**src/rtl/ptc_pkg.sv**
```systemverilog
package ptc_pkg;
    localparam logic [1:0] PTC_LVL_ZERO = 2'h0;
    localparam logic [1:0] PTC_LVL_POS = 2'h1;
    localparam logic [1:0] PTC_LVL_NEG = 2'h3;
    localparam int PTC_SIX_ZERO_RUN = 6;
    localparam int PTC_TZS_ZERO_RUN = 4;
    localparam logic [2:0] PTC_RUN_RESET = 3'h0;
    localparam logic PTC_POL_RESET = 1'b1;
    typedef enum logic [2:0] {
        PTC_MODE_POLAR_C = 3'h0,
        PTC_MODE_AMI_C = 3'h1,
        PTC_MODE_TZS_C = 3'h2,
        PTC_MODE_DIF_C = 3'h3,
        PTC_MODE_DIH_C = 3'h4,
        PTC_MODE_PAIR_C = 3'h5,
        PTC_MODE_DUO_C = 3'h6
    } ptc_mode_type;
    typedef struct packed {
        logic bit_valid;
        logic data;
        logic violation;
    } ptc_rx_type;
endpackage

```
**src/rtl/ptc_codec.sv**
```systemverilog
module ptc_codec
    import ptc_pkg::*;
(
    input wire logic core_clk_i,
    input wire logic reset_n_i,
    input wire ptc_pkg::ptc_mode_type mode_i,
    input wire logic six_zero_en_i,
    input wire logic tx_data_i,
    output logic tx_take_o,
    output logic [1:0] line_o,
    input wire logic [1:0] line_i,
    input wire logic rx_bit_clk_i,
    output ptc_pkg::ptc_rx_type rx_o
);
    import ptc_pkg::*;

    ////////////////////////////////////////////////////////////////////////////
    // half-bit phase: phase 0 is first half, bit taken at phase 0
    logic phase_q, phase_d;
    logic [1:0] line_q, line_d;
    logic pol_q, pol_d;
    logic prev_q, prev_d;
    logic pre_q, pre_d;
    logic pair_mode_q, pair_mode_d;
    logic pair_half_q, pair_half_d;
    logic pair_first_q, pair_first_d;
    logic [2:0] run_q, run_d;
    logic [2:0] sub_q, sub_d;
    logic take_q, take_d;
    logic cur_q, cur_d;

    function automatic logic [1:0] lvl(input logic p);
        lvl = p ? PTC_LVL_POS : PTC_LVL_NEG;
    endfunction

    always_comb begin
        phase_d = ~phase_q;
        line_d = line_q;
        pol_d = pol_q;
        prev_d = prev_q;
        pre_d = pre_q;
        pair_mode_d = pair_mode_q;
        pair_half_d = pair_half_q;
        pair_first_d = pair_first_q;
        run_d = run_q;
        sub_d = sub_q;
        take_d = ~phase_q;
        cur_d = cur_q;
        if (!phase_q) begin
            cur_d = tx_data_i;
            case (mode_i)
                PTC_MODE_POLAR_C: line_d = lvl(tx_data_i);
                PTC_MODE_AMI_C: begin
                    if (tx_data_i) begin
                        line_d = lvl(pol_q);
                        pol_d = ~pol_q;
                        run_d = PTC_RUN_RESET;
                        sub_d = 3'h0;
                    end else if (six_zero_en_i &&
                                 run_q == 3'(PTC_SIX_ZERO_RUN - 1)) begin
                        // substitution: violation at end of run keeps pulses present
                        line_d = lvl(~pol_q);
                        run_d = PTC_RUN_RESET;
                    end else begin
                        line_d = PTC_LVL_ZERO;
                        run_d = run_q + 3'h1;
                    end
                end
                PTC_MODE_TZS_C: begin
                    if (tx_data_i) begin
                        line_d = lvl(pol_q);
                        pol_d = ~pol_q;
                        run_d = PTC_RUN_RESET;
                    end else if (run_q == 3'(PTC_TZS_ZERO_RUN - 1)) begin
                        line_d = lvl(~pol_q);
                        run_d = PTC_RUN_RESET;
                    end else begin
                        line_d = PTC_LVL_ZERO;
                        run_d = run_q + 3'h1;
                    end
                end
                PTC_MODE_DIF_C, PTC_MODE_DIH_C: begin
                    if (tx_data_i != prev_q) begin
                        line_d = lvl(pol_q);
                        pol_d = ~pol_q;
                    end else begin
                        line_d = PTC_LVL_ZERO;
                    end
                    prev_d = tx_data_i;
                end
                PTC_MODE_PAIR_C: begin
                    // pair table: first bit held, both bits select symbol pair
                    pair_half_d = ~pair_half_q;
                    if (!pair_half_q) begin
                        pair_first_d = tx_data_i;
                        line_d = PTC_LVL_ZERO;
                    end else begin
                        case ({pair_first_q, tx_data_i})
                            2'h3: line_d = lvl(~pair_mode_q);
                            2'h2: line_d = lvl(~pair_mode_q);
                            2'h1: line_d = PTC_LVL_ZERO;
                            default: line_d = lvl(pair_mode_q);
                        endcase
                        if (pair_first_q ^ tx_data_i) begin
                            pair_mode_d = ~pair_mode_q;
                        end
                    end
                end
                PTC_MODE_DUO_C: begin
                    pre_d = ~tx_data_i ^ pre_q;
                    // sum of successive precoded bits: equal gives outer level
                    if (pre_d == pre_q) begin
                        line_d = lvl(pre_q);
                    end else begin
                        line_d = PTC_LVL_ZERO;
                    end
                end
                default: line_d = PTC_LVL_ZERO;
            endcase
        end else begin
            // second half: return to zero except full-bit, paired and duobinary codes
            if (mode_i != PTC_MODE_DIF_C && mode_i != PTC_MODE_DUO_C &&
                mode_i != PTC_MODE_PAIR_C) begin
                line_d = PTC_LVL_ZERO;
            end
        end
    end

    always_ff @(posedge core_clk_i or negedge reset_n_i) begin
        if (!reset_n_i) begin
            phase_q <= 1'b0;
            line_q <= PTC_LVL_ZERO;
            pol_q <= PTC_POL_RESET;
            prev_q <= 1'b0;
            pre_q <= 1'b0;
            pair_mode_q <= 1'b0;
            pair_half_q <= 1'b0;
            pair_first_q <= 1'b0;
            run_q <= PTC_RUN_RESET;
            sub_q <= 3'h0;
            take_q <= 1'b0;
            cur_q <= 1'b0;
        end else begin
            phase_q <= phase_d;
            line_q <= line_d;
            pol_q <= pol_d;
            prev_q <= prev_d;
            pre_q <= pre_d;
            pair_mode_q <= pair_mode_d;
            pair_half_q <= pair_half_d;
            pair_first_q <= pair_first_d;
            run_q <= run_d;
            sub_q <= sub_d;
            take_q <= take_d;
            cur_q <= cur_d;
        end
    end

    assign tx_take_o = take_q;
    assign line_o = line_q;

    ////////////////////////////////////////////////////////////////////////////
    // receiver: line and bit clock synchronised, decide once per bit
    logic [1:0] ls1_q, ls2_q;
    logic bs1_q, bs2_q, bs3_q;
    logic rx_last_pol_q, rx_last_pol_d;
    logic rx_seen_q, rx_seen_d;
    logic [1:0] rx_lvl_q, rx_lvl_d;
    logic [2:0] rx_zero_q, rx_zero_d;
    logic [1:0] rx_prev_lvl_q, rx_prev_lvl_d;
    logic rx_prev_bit_q, rx_prev_bit_d;
    ptc_rx_type rx_q, rx_d;
    logic rx_phase_q, rx_phase_d;
    logic rx_tick;
    logic [1:0] s_lvl;
    logic s_pulse, s_pol;

    always_comb begin
        s_lvl = ls2_q;
        s_pulse = (s_lvl != PTC_LVL_ZERO);
        s_pol = (s_lvl == PTC_LVL_POS);
        // duobinary uses the supplied bit clock; others follow own phase
        rx_tick = (mode_i == PTC_MODE_DUO_C) ? (bs2_q & ~bs3_q) : ~rx_phase_q;
        rx_phase_d = ~rx_phase_q;
        rx_last_pol_d = rx_last_pol_q;
        rx_seen_d = rx_seen_q;
        rx_lvl_d = rx_lvl_q;
        rx_zero_d = rx_zero_q;
        rx_prev_lvl_d = rx_prev_lvl_q;
        rx_prev_bit_d = rx_prev_bit_q;
        rx_d = '0;
        if (rx_tick) begin
            rx_d.bit_valid = 1'b1;
            case (mode_i)
                PTC_MODE_POLAR_C: rx_d.data = s_pol;
                PTC_MODE_DUO_C: begin
                    rx_d.data = ~s_pulse;
                    rx_d.violation = (s_pulse && rx_prev_lvl_q != PTC_LVL_ZERO &&
                                      s_lvl != rx_prev_lvl_q);
                    rx_prev_lvl_d = s_lvl;
                end
                PTC_MODE_DIF_C, PTC_MODE_DIH_C: begin
                    rx_d.data = s_pulse ? ~rx_prev_bit_q : rx_prev_bit_q;
                    rx_prev_bit_d = rx_d.data;
                    if (s_pulse) begin
                        rx_d.violation = rx_seen_q && (s_pol == rx_last_pol_q);
                        rx_last_pol_d = s_pol;
                        rx_seen_d = 1'b1;
                    end
                end
                default: begin
                    rx_d.data = s_pulse;
                    if (s_pulse) begin
                        if (rx_seen_q && s_pol == rx_last_pol_q) begin
                            if (mode_i == PTC_MODE_TZS_C &&
                                rx_zero_q == 3'(PTC_TZS_ZERO_RUN - 1)) begin
                                rx_d.data = 1'b0;
                            end else begin
                                rx_d.violation = 1'b1;
                            end
                        end
                        rx_last_pol_d = s_pol;
                        rx_seen_d = 1'b1;
                        rx_zero_d = 3'h0;
                    end else if (rx_zero_q != 3'h7) begin
                        rx_zero_d = rx_zero_q + 3'h1;
                    end
                end
            endcase
        end
    end

    always_ff @(posedge core_clk_i or negedge reset_n_i) begin
        if (!reset_n_i) begin
            ls1_q <= PTC_LVL_ZERO;
            ls2_q <= PTC_LVL_ZERO;
            bs1_q <= 1'b0;
            bs2_q <= 1'b0;
            bs3_q <= 1'b0;
            rx_last_pol_q <= 1'b0;
            rx_seen_q <= 1'b0;
            rx_lvl_q <= PTC_LVL_ZERO;
            rx_zero_q <= 3'h0;
            rx_prev_lvl_q <= PTC_LVL_ZERO;
            rx_prev_bit_q <= 1'b0;
            rx_q <= '0;
            rx_phase_q <= 1'b0;
        end else begin
            ls1_q <= line_i;
            ls2_q <= ls1_q;
            bs1_q <= rx_bit_clk_i;
            bs2_q <= bs1_q;
            bs3_q <= bs2_q;
            rx_last_pol_q <= rx_last_pol_d;
            rx_seen_q <= rx_seen_d;
            rx_lvl_q <= rx_lvl_d;
            rx_zero_q <= rx_zero_d;
            rx_prev_lvl_q <= rx_prev_lvl_d;
            rx_prev_bit_q <= rx_prev_bit_d;
            rx_q <= rx_d;
            rx_phase_q <= rx_phase_d;
        end
    end

    assign rx_o = rx_q;
endmodule

```
**config.mk**
```make
export PLATFORM = sky130hd
export DESIGN_NAME = ptc_codec
export DESIGN_NICKNAME = d
export VERILOG_FILES = /design/src/rtl/ptc_pkg.sv /design/src/rtl/ptc_codec.sv
export SDC_FILE = /design/constraint.sdc
export NUM_CORES = 1
export LEC_CHECK = 0
export BUFFER_PORTS_ARGS = -buffer_cell sky130_fd_sc_hd__clkbuf_2
export CORE_ASPECT_RATIO = 1.2
export CORE_MARGIN = 3
export CORE_UTILIZATION = 36
export CTS_CLUSTER_DIAMETER = 150
export CTS_CLUSTER_SIZE = 30
export DETAILED_ROUTE_END_ITERATION = 8
export SETUP_SLACK_MARGIN = 0.02
export SYNTH_ARGS = -nofsm -noshare
export SYNTH_HDL_FRONTEND = slang
export SYNTH_SLANG_ARGS = --single-unit
```
**constraint.sdc**
```tcl
create_clock -name core_clk_i -period 1.6 [get_ports core_clk_i]
set_clock_uncertainty 0.15 [all_clocks]
set_input_delay 0.16 -clock core_clk_i [delete_from_list [all_inputs] [get_ports core_clk_i]]
set_output_delay 0.16 -clock core_clk_i [all_outputs]
set_load 0.05 [all_outputs]
```
Word-level counts from Yosys, hierarchy flattened
Index checks and enable logic that the tools add are counted.
Word-level totals
  register bits after elaboration: 31
  logic and storage cells: 128
  input bits: 10
Cells by class
  bitwise logic cells: 14
  multiplexer cells: 36
  reduce and logical (&&, ||, !) cells: 29
  add/subtract/negate cells: 2
  equality and inequality tests: 24
Operators with widths (number)
  2-to-1 mux 2 bit: 17
  2-to-1 mux 3 bit: 7
  == test 3 x 2 -> 1 bit, second input constant: 4
  == test 3 bit, second input constant: 4
  one-hot mux 2 bit (6 select lines): 1
  AND reduction 2 bit: 6
  NOT 1 bit: 11
  nonzero test 2 bit: 5
  inequality test 3 bit, second input constant: 3
  AND reduction 3 bit: 3
  AND reduction 4 bit: 2
  OR reduction 2 bit: 4
  logical AND 1 bit: 7
  adder 3 x 1 -> 3 bit, second input constant: 2
  2-to-1 mux 1 bit: 6
  one-hot mux 1 bit (3 select lines): 2
  one-hot mux 3 bit (2 select lines): 1
  == test 2 x 1 -> 1 bit, second input constant: 2
  == test 2 bit, second input constant: 2
  inequality test 2 x 1 -> 1 bit, second input constant: 2
  one-hot mux 2 bit (2 select lines): 1
  OR reduction 4 bit: 1
  == test 3 x 1 -> 1 bit, second input constant: 1
  zero test 3 bit: 1
  other kinds (8): 10

Longest topological paths before layout
  depth after elaboration: 7
  mapped depth: 7
  depth with buffers taken out: 6

Worst setup path after synthesis
OpenSTA, ideal clock, no wires.
  path kind: reg2reg
  start: register tx_take_o (netlist name)
  end: register run_q[0]
  buffers on the path: 1
  required time: 1.332 ns
  clock period less this slack: 1.678 ns
  path slack: -0.078 ns
  arrival: 1.410 ns
  stages on the path, launching flop included: 6
  cells stage by stage: dfrtp_1 -> clkbuf_1 -> nor2_1 -> o21ai_1 -> nor3_1 -> a21o_1
RTL lines
  end signal: assignment: line ptc_codec.sv:152  | run_q <= run_d;
  end: declaration: line ptc_codec.sv:27  | logic [2:0] run_q, run_d;

Worst setup path after layout
  start: register rx_zero_q[1]
  end: register rx_zero_q[1]
On the way
  word-level cells in the longest chain between the ends: 3
  elaborated cells between the ends (all ways): 6
  classes of those cells: add/sub (1); eq/ne (1); mux (2); reduce/logical (2)
RTL lines
  start: declaration: line ptc_codec.sv:169  | logic [2:0] rx_zero_q, rx_zero_d;
  start signal: assignment: line ptc_codec.sv:257  | rx_zero_q <= rx_zero_d;
  adder 3 x 1 -> 3 bit / inequality test 3 bit (equally long branches): line ptc_codec.sv:226, ptc_codec.sv:225
  2-to-1 mux 3 bit / nonzero test 2 bit (equally long branches)
  2-to-1 mux 3 bit / AND reduction 3 bit (equally long branches)
Parallel ways exist; a longest one is shown, timed or not. The select of a mux whose other input is x is not followed.
A chain may end at the register's enable or synchronous reset.

==> results.json <==
{
  "required_ns": 1.65,
  "fmax_mhz": 619,
  "min_path_cells": 3,
  "cts_buffers": 5,
  "synth_top_cell_area_share": 0.416,
  "synthFlopType": "dfrtp_1",
  "worstHoldEndpoint": "prev_q$_DFFE_PN0P_",
  "outcome": "finished, violations left",
  "num_antenna_cells": 0,
  "synth_area_leaders": "dfrtp_1, ha_1, inv_1",
  "worst_slack_ns": -0.0148,
  "grt_overflow_total": 0,
  "hpwl_um": 2800,
  "async_flop_share": 1.00,
  "synth_mux_area_frac": 0.0346,
  "track_usage": 0.143,
  "grt_pass1_wl_um": 6780,
  "reg2reg_to": "rx_zero_q[1]$_DFFE_PN0P_",
  "hold_viol": 0,
  "dr.first_iter.drc_count": 64,
  "via_count": 1411,
  "worstPathArrival_ns": 1.67,
  "grt_start_max_net_pins": 20,
  "clk_latency_ns": 0.28,
  "synthAdderAreaFrac": 0.0831,
  "coreArea_sq_um": 4730,
  "drt_wl_total_um": 3870,
  "path_clk_slew_ns": 0.06,
  "drv_slew": 0,
  "yosysUniqueCellTypes": 47,
  "drive_gt1_frac": 0.308,
  "tritoncts": "built",
  "p_leak_nw": 1.02,
  "synth_top_family_by_area": "simple AND/OR/NAND/NOR gates",
  "synth_seq_cells": 31,
  "synth_top_area_cell": "dfrtp_1",
  "p_per_area_nw_per_um2": 1030,
  "synth_warnings": 0,
  "grt_setup_unrepaired": "yes",
  "setup_viol": 3,
  "post_drt_wl_per_cell_um": 13.7,
  "numPlacedInstances": 267,
  "pin_count": 16,
  "r2r_slack_ns": -0.01,
  "avgSynthCellArea_sq_um": 9.87,
  "cp-end-kind": "flip-flop",
  "finalPower_mw": 2.37,
  "instances_no_fill": 282,
  "gp_congestion": 0.781,
  "crit_type": "flip-flop to flip-flop",
  "post-route-min-period_ns": 1.61,
  "synth-edff-count": 0,
  "synth_compound_area_frac": 0.157,
  "floorplan.die_area_sq_um": 5910,
  "relSlewSlack": 0.650,
  "clock-root-buffer": "clkbuf_8",
  "tightest_slew_ns": 0.511,
  "critPathMaxFanout": 3,
  "maxCapViolCount": 0,
  "synth_area_sq_um": 1810,
  "vdd_drop_max_uv": 724,
  "period_share": 1.01,
  "die_h_um": 83.6,
  "vias_per_cell": 5.00,
  "synth_cells": 183,
  "area_delta_synth_final_pct": 27.3,
  "r2r-start": "rx_zero_q[1]$_DFFE_PN0P_",
  "synth-xor-area-share": 0.0533,
  "synth-simple-area-share": 0.175,
  "die_w_um": 70.7,
  "detail-route-antenna-nets": 0,
  "numPortBuffers": 15,
  "cts.sinks": 31,
  "firstDrtPassIters": 4,
  "start_util": 0.382,
  "yosysSeqAreaShare": 0.430,
  "drcViolationCount": 0,
  "hold_path.class": "input port to flip-flop",
  "min_from": "mode_i[1]",
  "setup_tns_ns": -0.0327,
  "cts_buffer_depth": 2,
  "start_kind": "flip-flop",
  "grt_pass1_vias": 1480,
  "r2r.worst_path.cells": 4,
  "num-nets-final": 245,
  "violations": "negative setup slack",
  "rows": 27,
  "h-tree-depth": 2,
  "syn-num-nets": 205,
  "antenna_found_initial": 0
}
## metrics by stage
stage | worst slack (ns) | area, sq um | utilization | hold WS (ns)
6_report | -0.0148 | 2300 | 0.486 | 0.185
5_1_grt | -0.0518 | 2300 | 0.486 | 0.201
4_1_cts | -0.0192 | 2260 | 0.478 | 0.189
3_5_place_dp | -0.0714 | 2080 | 0.440 | 0.00512
3_3_place_gp | -0.0416 | 2080 | 0.440 | 0.00694
2_1_floorplan | -0.0115 | 1820 | - | -0.286
## power breakdown
group	switching, mW	internal (mW)
combinational	0.339	0.296
sequential	0.125	0.934
clock	0.280	0.392
## cell families after synthesis
family                     Yosys count
AOI/OAI and AO/OA                   43
xor gates and xnor gates            11
adders and majority gates           12
buffers and inverters               27
DFF                                 31
muxes                                6
and+or+nand+nor                     53
## flip-flops by register name, summed over array words and instances, names as in the netlist, 2 cells and up
| signal | flops |
|---|---|
| line_o | 2 |
| ls1_q | 2 |
| ls2_q | 2 |
| run_q | 3 |
| rx_o | 3 |
| rx_prev_lvl_q | 2 |
| rx_zero_q | 3 |
## cell type report
class / instances / area, sq um
tap: 58 / 72.6
multi-input combinational: 125 / 977
inverter: 17 / 63.8
fill: 461 / 2430
clock buffer: 8 / 100
timing repair buffer: 43 / 308
sequential: 31 / 778
## worst max path at each step
stage                                          end                      from  cells past startpoint  slack [ns]
after global placement    rx_zero_q[2]$_DFFE_PN0P_  rx_zero_q[0]$_DFFE_PN0P_                      4       -0.04
final                     rx_zero_q[1]$_DFFE_PN0P_  rx_zero_q[1]$_DFFE_PN0P_                      4       -0.01
after floorplan           rx_zero_q[1]$_DFFE_PN0P_  rx_zero_q[0]$_DFFE_PN0P_                      4       -0.01
after CTS                 rx_zero_q[0]$_DFFE_PN0P_  rx_zero_q[1]$_DFFE_PN0P_                      4       -0.02
after global routing      rx_zero_q[0]$_DFFE_PN0P_  rx_zero_q[0]$_DFFE_PN0P_                      4       -0.05
after detailed placement  rx_zero_q[2]$_DFFE_PN0P_  rx_zero_q[0]$_DFFE_PN0P_                      4       -0.07
## Yosys cell counts (2+ instances only)
library cell	instances
o221ai_1	2
a211oi_1	3
o211ai_1	2
nor3_1	7
nand4_1	3
clkbuf_1	3
nand3b_1	4
o21ai_0	7
mux2_2	2
a31oi_1	2
buf_2	5
o32ai_1	2
o31ai_1	2
xnor2_1	5
buf_6	2
nand3_1	4
mux2i_1	4
inv_1	17
a21oi_1	11
nand2b_1	4
xor2_1	6
ha_1	12
dfrtp_1	30
o22ai_1	2
nor2b_1	4
nor2_1	8
nand2_1	10
## critical path, stage by stage, from the launching register on
cell and delay [ns]:
dfrtp_1 0.41, ha_4 0.18, ha_4 0.15, or4_4 0.50, o22ai_2 0.15
## layer usage
layer / global-route usage / vias up / routed length [um]
li1: - / 715 / -
met1: 0.175 / 678 / 1740
met2: 0.242 / 13 / 1960
met3: 0.0373 / 5 / 106
met4: 0.0513 / 0 / 67
met5: 0 / - / 0
## placed cells by master, fill, tap and decap left out, types with 3 or more instances in the layout
cell type,n
xor2_1,6
clkbuf_8,7
nor2b_1,4
inv_1,17
ha_2,3
nor3_1,6
o21ai_1,3
dfrtp_1,29
nand2_1,10
mux2i_1,4
o21ai_0,5
ha_1,7
nand2b_1,4
a21oi_1,11
nand3_1,4
clkbuf_2,15
buf_4,23
dlygate4sd3_1,4
nor2_1,7
nand4_1,3
nand3b_1,4
xnor2_1,5
## what timing repair did
item,4_1_cts,5_1_grt
pin swaps,4,7
setup endpoints to repair,5,8
hold endpoints to repair,20,0
gates resized for setup,5,8
hold buffers,4,0
setup buffers,1,2
No activity file was read; power rests on OpenSTA's default activity.
